$ cat config.mk
export PLATFORM = sky130hd
export DESIGN_NAME = tcc_timer16_irq
export DESIGN_NICKNAME = d
export VERILOG_FILES = /design/src/verilog/tcc_pkg.sv /design/src/verilog/tcc_capture_cond.sv /design/src/verilog/tcc_cmp_chan.sv /design/src/verilog/tcc_timer16_irq.sv
export SDC_FILE = /design/constraint.sdc
export NUM_CORES = 1
export LEC_CHECK = 0
export BUFFER_PORTS_ARGS = -buffer_cell sky130_fd_sc_hd__buf_2
export CORE_UTILIZATION = 33
export DETAILED_ROUTE_END_ITERATION = 8
export GPL_ROUTABILITY_DRIVEN = 1
export PLACE_DENSITY = 0.6
export SYNTH_ARGS = -nofsm -noshare
export SYNTH_HDL_FRONTEND = slang
export SYNTH_SLANG_ARGS = --single-unit
$ cat constraint.sdc
create_clock -name CLK -period 2.4 [get_ports CLK]
set_input_delay 0.24 -clock CLK [delete_from_list [all_inputs] [get_ports CLK]]
set_output_delay 0.24 -clock CLK [all_outputs]
set_load 0.05 [all_outputs]
$ cat src/verilog/tcc_pkg.sv
package tcc_pkg;

  // ----------------------------------------------------------------
  // Register map (byte addresses, one word each)
  // ----------------------------------------------------------------
  localparam logic [7:0] OFS_CMPA_LO = 8'h00;
  localparam logic [7:0] OFS_CMPA_HI = 8'h04;
  localparam logic [7:0] OFS_CMPB_LO = 8'h08;
  localparam logic [7:0] OFS_CMPB_HI = 8'h0C;
  localparam logic [7:0] OFS_CAPT_LO = 8'h10;
  localparam logic [7:0] OFS_CAPT_HI = 8'h14;
  localparam logic [7:0] OFS_MASK    = 8'h18;
  localparam logic [7:0] OFS_FLAGS   = 8'h1C;
  localparam logic [7:0] OFS_CTRL    = 8'h20;
  localparam logic [7:0] OFS_FORCE   = 8'h24;

  // ----------------------------------------------------------------
  // Field positions
  // ----------------------------------------------------------------
  localparam int BIT_CAPT     = 5;
  localparam int BIT_CMPA     = 4;
  localparam int BIT_CMPB     = 3;
  localparam int BIT_OVF      = 2;
  localparam int CTRL_EDGE    = 4;
  localparam int CTRL_FILTER  = 5;
  localparam int CTRL_ANASRC  = 6;
  localparam int FORCE_A      = 0;
  localparam int FORCE_B      = 1;
  localparam logic [7:0] FLAGS_OWNED = 8'h3C;

  // ----------------------------------------------------------------
  // Reset values and counts
  // ----------------------------------------------------------------
  localparam logic [7:0]  MASK_RST    = 8'h00;
  localparam logic [7:0]  FLAGS_RST   = 8'h00;
  localparam logic [7:0]  CTRL_RST    = 8'h00;
  localparam logic [15:0] VALUE_RST   = 16'h0000;
  localparam logic [15:0] COUNT_MAX   = 16'hFFFF;
  localparam logic [15:0] COUNT_BOT   = 16'h0000;
  localparam int          FILTER_LEN  = 4;
  localparam int          SYNC_STAGES = 3;

  typedef enum logic [1:0] {BUS_IDLE = 2'b01, BUS_RESP = 2'b10} tcc_bus_t;
  typedef enum logic [2:0] {OVF_MAX = 3'b001, OVF_BOT = 3'b010, OVF_TOP = 3'b100} tcc_ovf_t;

  // Where the overflow flag is raised for each waveform mode
  function automatic tcc_ovf_t tcc_ovf_point(input logic [3:0] mode);
    unique case (mode)
      4'h0, 4'h4, 4'hC, 4'hD:       return OVF_MAX;
      4'h5, 4'h6, 4'h7, 4'hE, 4'hF: return OVF_TOP;
      default:                      return OVF_BOT;
    endcase
  endfunction : tcc_ovf_point

  // Modes that use the capture register as top
  function automatic logic tcc_capt_is_top(input logic [3:0] mode);
    return (mode == 4'h8) || (mode == 4'hA) || (mode == 4'hC) || (mode == 4'hE);
  endfunction : tcc_capt_is_top

endpackage : tcc_pkg

$ cat src/verilog/tcc_capture_cond.sv
`timescale 1ns/10ps
module tcc_capture_cond #(
  parameter int FILT_LEN = tcc_pkg::FILTER_LEN
) (
  input  wire logic clk,
  input  wire logic rstn,
  input  wire logic src_raw,
  input  wire logic filter_en,
  input  wire logic edge_sel,
  input  wire logic enable,
  output logic      event_pulse
);
  import tcc_pkg::*;

  initial begin
    if (FILT_LEN < 2 || FILT_LEN > 16) $error("FILT_LEN out of range");
  end

  logic [SYNC_STAGES-1:0] sync_reg;
  logic                   stable_reg;
  logic                   filt_reg;
  logic                   filt_prev_reg;
  logic [3:0]             run_reg;
  logic                   level;

  // Three-stage synchroniser; first stage feeds only the second
  always_ff @(posedge clk or negedge rstn) begin
    if (!rstn) sync_reg <= '1;
    else       sync_reg <= {sync_reg[SYNC_STAGES-2:0], src_raw};
  end

  // A change counts once stages two and three agree
  always_ff @(posedge clk or negedge rstn) begin
    if (!rstn) stable_reg <= 1'b1;
    else if (sync_reg[1] == sync_reg[2]) stable_reg <= sync_reg[2];
  end

  // Noise filter: output follows after FILT_LEN equal samples
  always_ff @(posedge clk or negedge rstn) begin
    if (!rstn) begin
      run_reg  <= 4'h0;
      filt_reg <= 1'b1;
    end else if (stable_reg == filt_reg) begin
      run_reg <= 4'h0;
    end else if (run_reg == 4'(FILT_LEN - 1)) begin
      run_reg  <= 4'h0;
      filt_reg <= stable_reg;
    end else begin
      run_reg <= run_reg + 4'h1;
    end
  end

  assign level = filter_en ? filt_reg : stable_reg;

  // Edge detect; disabled input gives no events at all
  always_ff @(posedge clk or negedge rstn) begin
    if (!rstn) begin
      filt_prev_reg <= 1'b1;
      event_pulse   <= 1'b0;
    end else begin
      filt_prev_reg <= level;
      event_pulse   <= enable && (level != filt_prev_reg) && (level == edge_sel);
    end
  end

endmodule : tcc_capture_cond

$ cat src/verilog/tcc_cmp_chan.sv
`timescale 1ns/10ps
module tcc_cmp_chan (
  input  wire logic        clk,
  input  wire logic        rstn,
  input  wire logic        tick,
  input  wire logic [15:0] counter,
  input  wire logic [15:0] value,
  input  wire logic        force_strobe,
  output logic             wave_match,
  output logic             flag_set
);
  import tcc_pkg::*;

  logic pend_reg;

  // Equality noted on one timer cycle, flag raised on the next
  always_ff @(posedge clk or negedge rstn) begin
    if (!rstn) pend_reg <= 1'b0;
    else if (tick) pend_reg <= (counter == value);
  end

  assign flag_set = tick && pend_reg;

  // Forced strobe reaches the waveform only, never the flag
  always_ff @(posedge clk or negedge rstn) begin
    if (!rstn) wave_match <= 1'b0;
    else wave_match <= (tick && (counter == value)) || force_strobe;
  end

endmodule : tcc_cmp_chan

$ cat src/verilog/tcc_timer16_irq.sv
// Added by the designer: register access over Avalon-MM and the register addresses.
`timescale 1ns/10ps
module tcc_timer16_irq (
  input  wire logic        CLK,
  input  wire logic        RSTN,
  input  wire logic [7:0]  AVS_ADDRESS,
  input  wire logic        AVS_READ,
  input  wire logic        AVS_WRITE,
  input  wire logic [31:0] AVS_WRITEDATA,
  input  wire logic [3:0]  AVS_BYTEENABLE,
  output logic      [31:0] AVS_READDATA,
  output logic             AVS_WAITREQUEST,
  input  wire logic [15:0] COUNTER_VALUE,
  input  wire logic        TIMER_TICK,
  input  wire logic        COUNTER_AT_TOP,
  input  wire logic        CAPTURE_PIN,
  input  wire logic        ANALOG_CMP_OUT,
  input  wire logic        GLOBAL_IRQ_EN,
  input  wire logic        ACK_CAPTURE,
  input  wire logic        ACK_CMP_A,
  input  wire logic        ACK_CMP_B,
  input  wire logic        ACK_OVERFLOW,
  output logic      [15:0] COMPARE_A_VALUE,
  output logic      [15:0] COMPARE_B_VALUE,
  output logic      [15:0] CAPTURE_VALUE,
  output logic      [3:0]  WAVEFORM_MODE_SEL,
  output logic             CAPTURE_IS_TOP,
  output logic             CMP_A_MATCH,
  output logic             CMP_B_MATCH,
  output logic             IRQ_CAPTURE,
  output logic             IRQ_CMP_A,
  output logic             IRQ_CMP_B,
  output logic             IRQ_OVERFLOW
);
  import tcc_pkg::*;

  // ----------------------------------------------------------------
  // Declarations
  // ----------------------------------------------------------------
  tcc_bus_t    bus_reg;
  tcc_bus_t    bus_next;
  logic        req;
  logic        acc;
  logic        wr_acc;
  logic        rd_acc;
  logic [7:0]  rd_mux;
  logic [31:0] rdata_reg;
  logic [7:0]  capt_snap_reg;
  logic [7:0]  temp_reg;
  logic [15:0] cmp_reg [2];
  logic [15:0] capt_reg;
  logic [7:0]  mask_reg;
  logic [7:0]  flags_reg;
  logic [7:0]  flags_next;
  logic [7:0]  flag_set;
  logic [7:0]  flag_clr;
  logic [7:0]  ctrl_reg;
  logic [1:0]  force_reg;
  logic [1:0]  cmp_set;
  logic [1:0]  wave_match;
  logic [7:0]  irq_vec;
  logic        capt_top;
  logic        capt_evt;
  logic        capt_src;
  logic        ovf_hit;
  tcc_ovf_t    ovf_pt;

  // ----------------------------------------------------------------
  // Avalon slave: one wait cycle, then the access is taken
  // ----------------------------------------------------------------
  assign req    = AVS_READ || AVS_WRITE;
  assign acc    = req && (bus_reg == BUS_RESP);
  assign wr_acc = acc && AVS_WRITE && AVS_BYTEENABLE[0];
  assign rd_acc = acc && AVS_READ;
  assign AVS_WAITREQUEST = req && (bus_reg == BUS_IDLE);
  assign AVS_READDATA    = rdata_reg;

  // Handshake state
  always_comb begin
    bus_next = bus_reg;
    unique case (bus_reg)
      BUS_IDLE: if (req) bus_next = BUS_RESP;
      BUS_RESP: bus_next = BUS_IDLE;
    endcase
  end

  always_ff @(posedge CLK or negedge RSTN) begin
    if (!RSTN) bus_reg <= BUS_IDLE;
    else       bus_reg <= bus_next;
  end

  // Read multiplexer; unmapped words read as zero
  always_comb begin
    unique case (AVS_ADDRESS)
      OFS_CMPA_LO: rd_mux = cmp_reg[0][7:0];
      OFS_CMPA_HI: rd_mux = cmp_reg[0][15:8];
      OFS_CMPB_LO: rd_mux = cmp_reg[1][7:0];
      OFS_CMPB_HI: rd_mux = cmp_reg[1][15:8];
      OFS_CAPT_LO: rd_mux = capt_reg[7:0];
      OFS_CAPT_HI: rd_mux = temp_reg;
      OFS_MASK:    rd_mux = mask_reg;
      OFS_FLAGS:   rd_mux = flags_reg;
      OFS_CTRL:    rd_mux = ctrl_reg;
      default:     rd_mux = 8'h00;
    endcase
  end

  // Read data and the matching high byte sampled in the same cycle,
  // so a capture landing during the access cannot tear the pair
  always_ff @(posedge CLK or negedge RSTN) begin
    if (!RSTN) begin
      rdata_reg     <= 32'h0000_0000;
      capt_snap_reg <= 8'h00;
    end else if (AVS_READ && bus_reg == BUS_IDLE) begin
      rdata_reg     <= {24'h00_0000, rd_mux};
      capt_snap_reg <= capt_reg[15:8];
    end
  end

  // ----------------------------------------------------------------
  // Shared high-byte latch and 16-bit registers
  // ----------------------------------------------------------------
  always_ff @(posedge CLK or negedge RSTN) begin
    if (!RSTN) begin
      temp_reg <= 8'h00;
    end else if (wr_acc && (AVS_ADDRESS == OFS_CMPA_HI || AVS_ADDRESS == OFS_CMPB_HI ||
                            AVS_ADDRESS == OFS_CAPT_HI)) begin
      temp_reg <= AVS_WRITEDATA[7:0];
    end else if (rd_acc && AVS_ADDRESS == OFS_CAPT_LO) begin
      temp_reg <= capt_snap_reg;
    end
  end

  // Compare values: low-byte write commits both bytes at once
  always_ff @(posedge CLK or negedge RSTN) begin
    if (!RSTN) begin
      cmp_reg[0] <= VALUE_RST;
      cmp_reg[1] <= VALUE_RST;
    end else if (wr_acc && AVS_ADDRESS == OFS_CMPA_LO) begin
      cmp_reg[0] <= {temp_reg, AVS_WRITEDATA[7:0]};
    end else if (wr_acc && AVS_ADDRESS == OFS_CMPB_LO) begin
      cmp_reg[1] <= {temp_reg, AVS_WRITEDATA[7:0]};
    end
  end

  // Capture register; a software write outranks a same-cycle capture
  always_ff @(posedge CLK or negedge RSTN) begin
    if (!RSTN) begin
      capt_reg <= VALUE_RST;
    end else if (wr_acc && AVS_ADDRESS == OFS_CAPT_LO) begin
      capt_reg <= {temp_reg, AVS_WRITEDATA[7:0]};
    end else if (capt_evt) begin
      capt_reg <= COUNTER_VALUE;
    end
  end

  // ----------------------------------------------------------------
  // Mask, control and force strobes
  // ----------------------------------------------------------------
  always_ff @(posedge CLK or negedge RSTN) begin
    if (!RSTN) mask_reg <= MASK_RST;
    else if (wr_acc && AVS_ADDRESS == OFS_MASK) mask_reg <= AVS_WRITEDATA[7:0];
  end

  always_ff @(posedge CLK or negedge RSTN) begin
    if (!RSTN) ctrl_reg <= CTRL_RST;
    else if (wr_acc && AVS_ADDRESS == OFS_CTRL) ctrl_reg <= AVS_WRITEDATA[7:0];
  end

  // Force bits are one-cycle strobes and read back as zero
  always_ff @(posedge CLK or negedge RSTN) begin
    if (!RSTN) force_reg <= 2'b00;
    else if (wr_acc && AVS_ADDRESS == OFS_FORCE)
      force_reg <= {AVS_WRITEDATA[FORCE_B], AVS_WRITEDATA[FORCE_A]};
    else force_reg <= 2'b00;
  end

  assign WAVEFORM_MODE_SEL = ctrl_reg[3:0];
  assign capt_top          = tcc_capt_is_top(ctrl_reg[3:0]);
  assign CAPTURE_IS_TOP    = capt_top;
  assign ovf_pt            = tcc_ovf_point(ctrl_reg[3:0]);
  assign COMPARE_A_VALUE   = cmp_reg[0];
  assign COMPARE_B_VALUE   = cmp_reg[1];
  assign CAPTURE_VALUE     = capt_reg;

  // ----------------------------------------------------------------
  // Capture input and compare channels
  // ----------------------------------------------------------------
  // Source chosen ahead of the synchroniser: one crossing, not two
  assign capt_src = ctrl_reg[CTRL_ANASRC] ? ANALOG_CMP_OUT : CAPTURE_PIN;

  tcc_capture_cond #(.FILT_LEN(FILTER_LEN)) u_capt (
    .clk         (CLK),
    .rstn        (RSTN),
    .src_raw     (capt_src),
    .filter_en   (ctrl_reg[CTRL_FILTER]),
    .edge_sel    (ctrl_reg[CTRL_EDGE]),
    .enable      (!capt_top),
    .event_pulse (capt_evt)
  );

  for (genvar ch = 0; ch < 2; ch++) begin : g_cmp
    tcc_cmp_chan u_chan (
      .clk          (CLK),
      .rstn         (RSTN),
      .tick         (TIMER_TICK),
      .counter      (COUNTER_VALUE),
      .value        (cmp_reg[ch]),
      .force_strobe (force_reg[ch]),
      .wave_match   (wave_match[ch]),
      .flag_set     (cmp_set[ch])
    );
  end

  assign CMP_A_MATCH = wave_match[0];
  assign CMP_B_MATCH = wave_match[1];

  // ----------------------------------------------------------------
  // Flags: set by events, cleared by acknowledge or write-one
  // ----------------------------------------------------------------
  // Overflow point follows the waveform mode
  always_comb begin
    unique case (ovf_pt)
      OVF_MAX: ovf_hit = TIMER_TICK && COUNTER_VALUE == COUNT_MAX;
      OVF_BOT: ovf_hit = TIMER_TICK && COUNTER_VALUE == COUNT_BOT;
      OVF_TOP: ovf_hit = TIMER_TICK && COUNTER_AT_TOP;
      default: ovf_hit = 1'b0;
    endcase
  end

  always_comb begin
    flag_set = 8'h00;
    flag_set[BIT_CAPT] = capt_top ? (TIMER_TICK && COUNTER_AT_TOP) : capt_evt;
    flag_set[BIT_CMPA] = cmp_set[0];
    flag_set[BIT_CMPB] = cmp_set[1];
    flag_set[BIT_OVF]  = ovf_hit;
  end

  always_comb begin
    flag_clr = (wr_acc && AVS_ADDRESS == OFS_FLAGS) ? AVS_WRITEDATA[7:0] : 8'h00;
    flag_clr[BIT_CAPT] = flag_clr[BIT_CAPT] || ACK_CAPTURE;
    flag_clr[BIT_CMPA] = flag_clr[BIT_CMPA] || ACK_CMP_A;
    flag_clr[BIT_CMPB] = flag_clr[BIT_CMPB] || ACK_CMP_B;
    flag_clr[BIT_OVF]  = flag_clr[BIT_OVF] || ACK_OVERFLOW;
  end

  // Set is applied after clear so a coincident event survives
  assign flags_next = ((flags_reg & ~flag_clr) | flag_set) & FLAGS_OWNED;

  always_ff @(posedge CLK or negedge RSTN) begin
    if (!RSTN) flags_reg <= FLAGS_RST;
    else       flags_reg <= flags_next;
  end

  // ----------------------------------------------------------------
  // Interrupt requests
  // ----------------------------------------------------------------
  assign irq_vec      = flags_reg & mask_reg & {8{GLOBAL_IRQ_EN}};
  assign IRQ_CAPTURE  = irq_vec[BIT_CAPT];
  assign IRQ_CMP_A    = irq_vec[BIT_CMPA];
  assign IRQ_CMP_B    = irq_vec[BIT_CMPB];
  assign IRQ_OVERFLOW = irq_vec[BIT_OVF];

  // Checker helper: equality with A seen on the latest timer tick,
  // so the flag check needs no unbounded wait for the next tick
  logic chk_eq_a_reg;
  always_ff @(posedge CLK or negedge RSTN) begin
    if (!RSTN) chk_eq_a_reg <= 1'b0;
    else if (TIMER_TICK) chk_eq_a_reg <= (COUNTER_VALUE == cmp_reg[0]);
  end
endmodule : tcc_timer16_irq
==> metrics <==
#FFs+latches synth about 110; max-slew violation count 0; worst slew pin tran approximately 1.1 ns; Post-Syn Instances a little over 500; Core Area 17500 µm²; most common library cell in the layout ignoring fill and taps buf_2; CTS sink count ~110; largest net degree at the start of global routing 48; largest area contributor in the netlist dfrtp_1; max cap viols 0; DIE WIDTH between 100 and 150 µm; number of global-route vias before repair 4606; post-synth top area share 43.3%; maximum vdd ir drop about 420 µV; Final Setup Violations 0; drt initial violations between 200 and 300; global-route wire length before repair roughly 28000 µm; die span in y roughly 140 µm; routed vias 4632; Routability Congestion between 0.8 and 0.9; Post-CTS Setup Inserts 0; Core Util, Final a little over 40%; Power Total approximately 5.0 mW; worst-skew pair later-pin latency about 0.36 ns; cts repair resizes 0; Synth Flop Type dfrtp_1; Critical Setup Path Class flip-flop to flip-flop; Crit Path Max Fanout 10; most frequent cells in the layout 112 x buf_2, 104 x dfrtp_1, 41 x mux2_2; Rows 48; Required @ worst endpoint 2.68 ns; Synth Warn # 0; Vias/cell between 5 and 6; Fmax 504 MHz; nets roughly 700; Reg clk slew, reported paths approximately 0.080 ns; Leak ~3.5 nW; Cell Pwr Density approximately 710 nW/µm²; ys async rst share 100%; post-synthesis sequential area ratio between 40% and 50%; Starting Density between 30% and 40%; initial antenna violation count 0; fin crit share around 83%; Inserted Clock Buffers 9; GRT Resource Usage Total roughly a fifth; DIE AREA about 19000 µm²; routing usage on met2 31.5%; drt wl/cell around 22 µm; status finished clean; drt pass-1 iters 5; Clock Tree Root clkbuf_16; setup TNS 0 ns; area delta synth->final 17.8%; mapped cell area about 6000 µm²; met1 GRT Util between 20% and 30%; Reg area about 2800 µm²; RSZ-0062 raised after global routing false; Mapped Avg Cell Area about 12 µm²; CTS tree yes; Slew Limit Headroom roughly 27%; share of layout cells above drive strength 1 ~36%; crit-path cells nand3b_1 -> nor4_1 -> buf_4 -> nand2_1 -> o221ai_1; IO buf count roughly 110; CP startpoint kind flip-flop; total congestion overflow 0; EDFF count, synth 0; Setup Skew 0.0111 ns; hold_buf cts 1; Max Root-Sink Buffers 2; worst min path class input pin to flip-flop; # IOs ~170; area of the multi-input gates ~2900 µm²; Crit. End Element flip-flop; drc violations 0; Tmin final just under 2 ns; Netlist cell types 67; Crit-path slowest cell nor4_1; total wire length about 19000 µm; Area contributors post-synth dfrtp_1 43%, mux2_2 7.7%, xor2_1 4.5%, mux2i_1 4.5%, mux2_4 4.0%; fillers 1710; busiest grt layer met2; Worst Path Arrival approximately 2.3 ns; met3 Use GR under 10%; dpl cell area between 6000 and 7000 µm²; H-Tree Level Count 3; Antenna Cells 0; Routed Antenna Nets 0; cell area after layout ~7000 µm²; CP peak stage delay roughly 0.57 ns; Final HPWL DP between 10000 and 15000 µm; final hold violations 0
layer usage:
metal,up-vias,part of all wire [%]
met4,0,1.8
met3,24,8.1
met2,216,46
li1,2087,-
met5,-,0
met1,2305,44
final timing paths:
path | cells after the start | start | endpoint | slack, ns
setup / recovery | 5 | bus_reg[0] | AVS_READDATA[0] | 0.41
setup reg to reg | 5 | bus_reg[0] | AVS_READDATA[0] | 0.41
max in group asynchronous | 3 | RSTN | u_capt.filt_reg | 1.18
min in group asynchronous | 2 | RSTN | CAPTURE_VALUE[9] | 0.38
hold / removal | 2 | AVS_WRITE | bus_reg[0] | 0.08
hold reg to reg | 0 | u_capt.sync_reg[0] | u_capt.sync_reg[1] | 0.36
power breakdown:
part / total (mW) / switching [mW] / leakage, nW / internal [mW]
clock network: 1.64 / 0.695 / 0.156 / 0.944
logic: 1.07 / 0.725 / 1.89 / 0.348
registers: 2.29 / 0.199 / 1.46 / 2.10
critical path: cells and delay by family (launching register included):
family                 cells  cell delay (ns)
buffers and inverters      1             0.24
flip-flops                 1             0.55
AO/OA/AOI/OAI              1             0.17
AND/OR/NAND/NOR            3             0.95
area by class of cell:
| class | count | share of cell area (%) |
|---|---|---|
| clock inverters | 5 | 1.15 |
| repair buffers | 132 | 10.4 |
| flip-flops and latches | 111 | 39.3 |
| inverters | 15 | 0.795 |
| clock buffers | 11 | 3.43 |
| well taps | 225 | 3.98 |
| multi-input cells | 364 | 40.9 |
cells by family (layout without fill, tap and decap cells):
| kind of cell | after synthesis | after routing | synth area share, % |
|---|---|---|---|
| buffers and inverters | 67 | 163 | 6.91 |
| AOI/OAI and AO/OA | 87 | 87 | 10.6 |
| DFF | 111 | 111 | 46.4 |
| muxes | 89 | 89 | 18.0 |
| and+or+nand+nor | 128 | 128 | 12.7 |
| other | 1 | 24 | 0.0624 |
| xor gates and xnor gates | 34 | 34 | 4.95 |
| adders and majority gates | 2 | 2 | 0.375 |
synthesized netlist by cell type, types with 4 or more instances:
master / number
a21o_1: 9
a21oi_1: 22
a22o_1: 11
a22oi_1: 4
a32oi_1: 4
and3_1: 4
buf_2: 5
buf_4: 29
buf_6: 5
clkbuf_1: 9
dfrtp_1: 104
dfstp_2: 7
inv_1: 15
mux2_2: 41
mux2_4: 16
mux2i_1: 27
mux4_2: 5
nand2_1: 14
nand2b_1: 4
nand3b_1: 10
nand4_1: 6
nor2_1: 31
nor2b_1: 6
nor3_1: 10
nor4_1: 13
o211ai_1: 8
o21ai_0: 7
xor2_1: 31
stage by stage:
step                setup slack (ns)  hold WS (ns)  std cells
floorplan                      0.448       -0.0556        542
global placement               0.220         0.233        846
detailed placement             0.198         0.241        846
CTS                            0.427        0.0724        863
global route                   0.208        0.0966        863
finish                         0.414        0.0798        863
No activity file was read; power rests on OpenSTA's default activity.
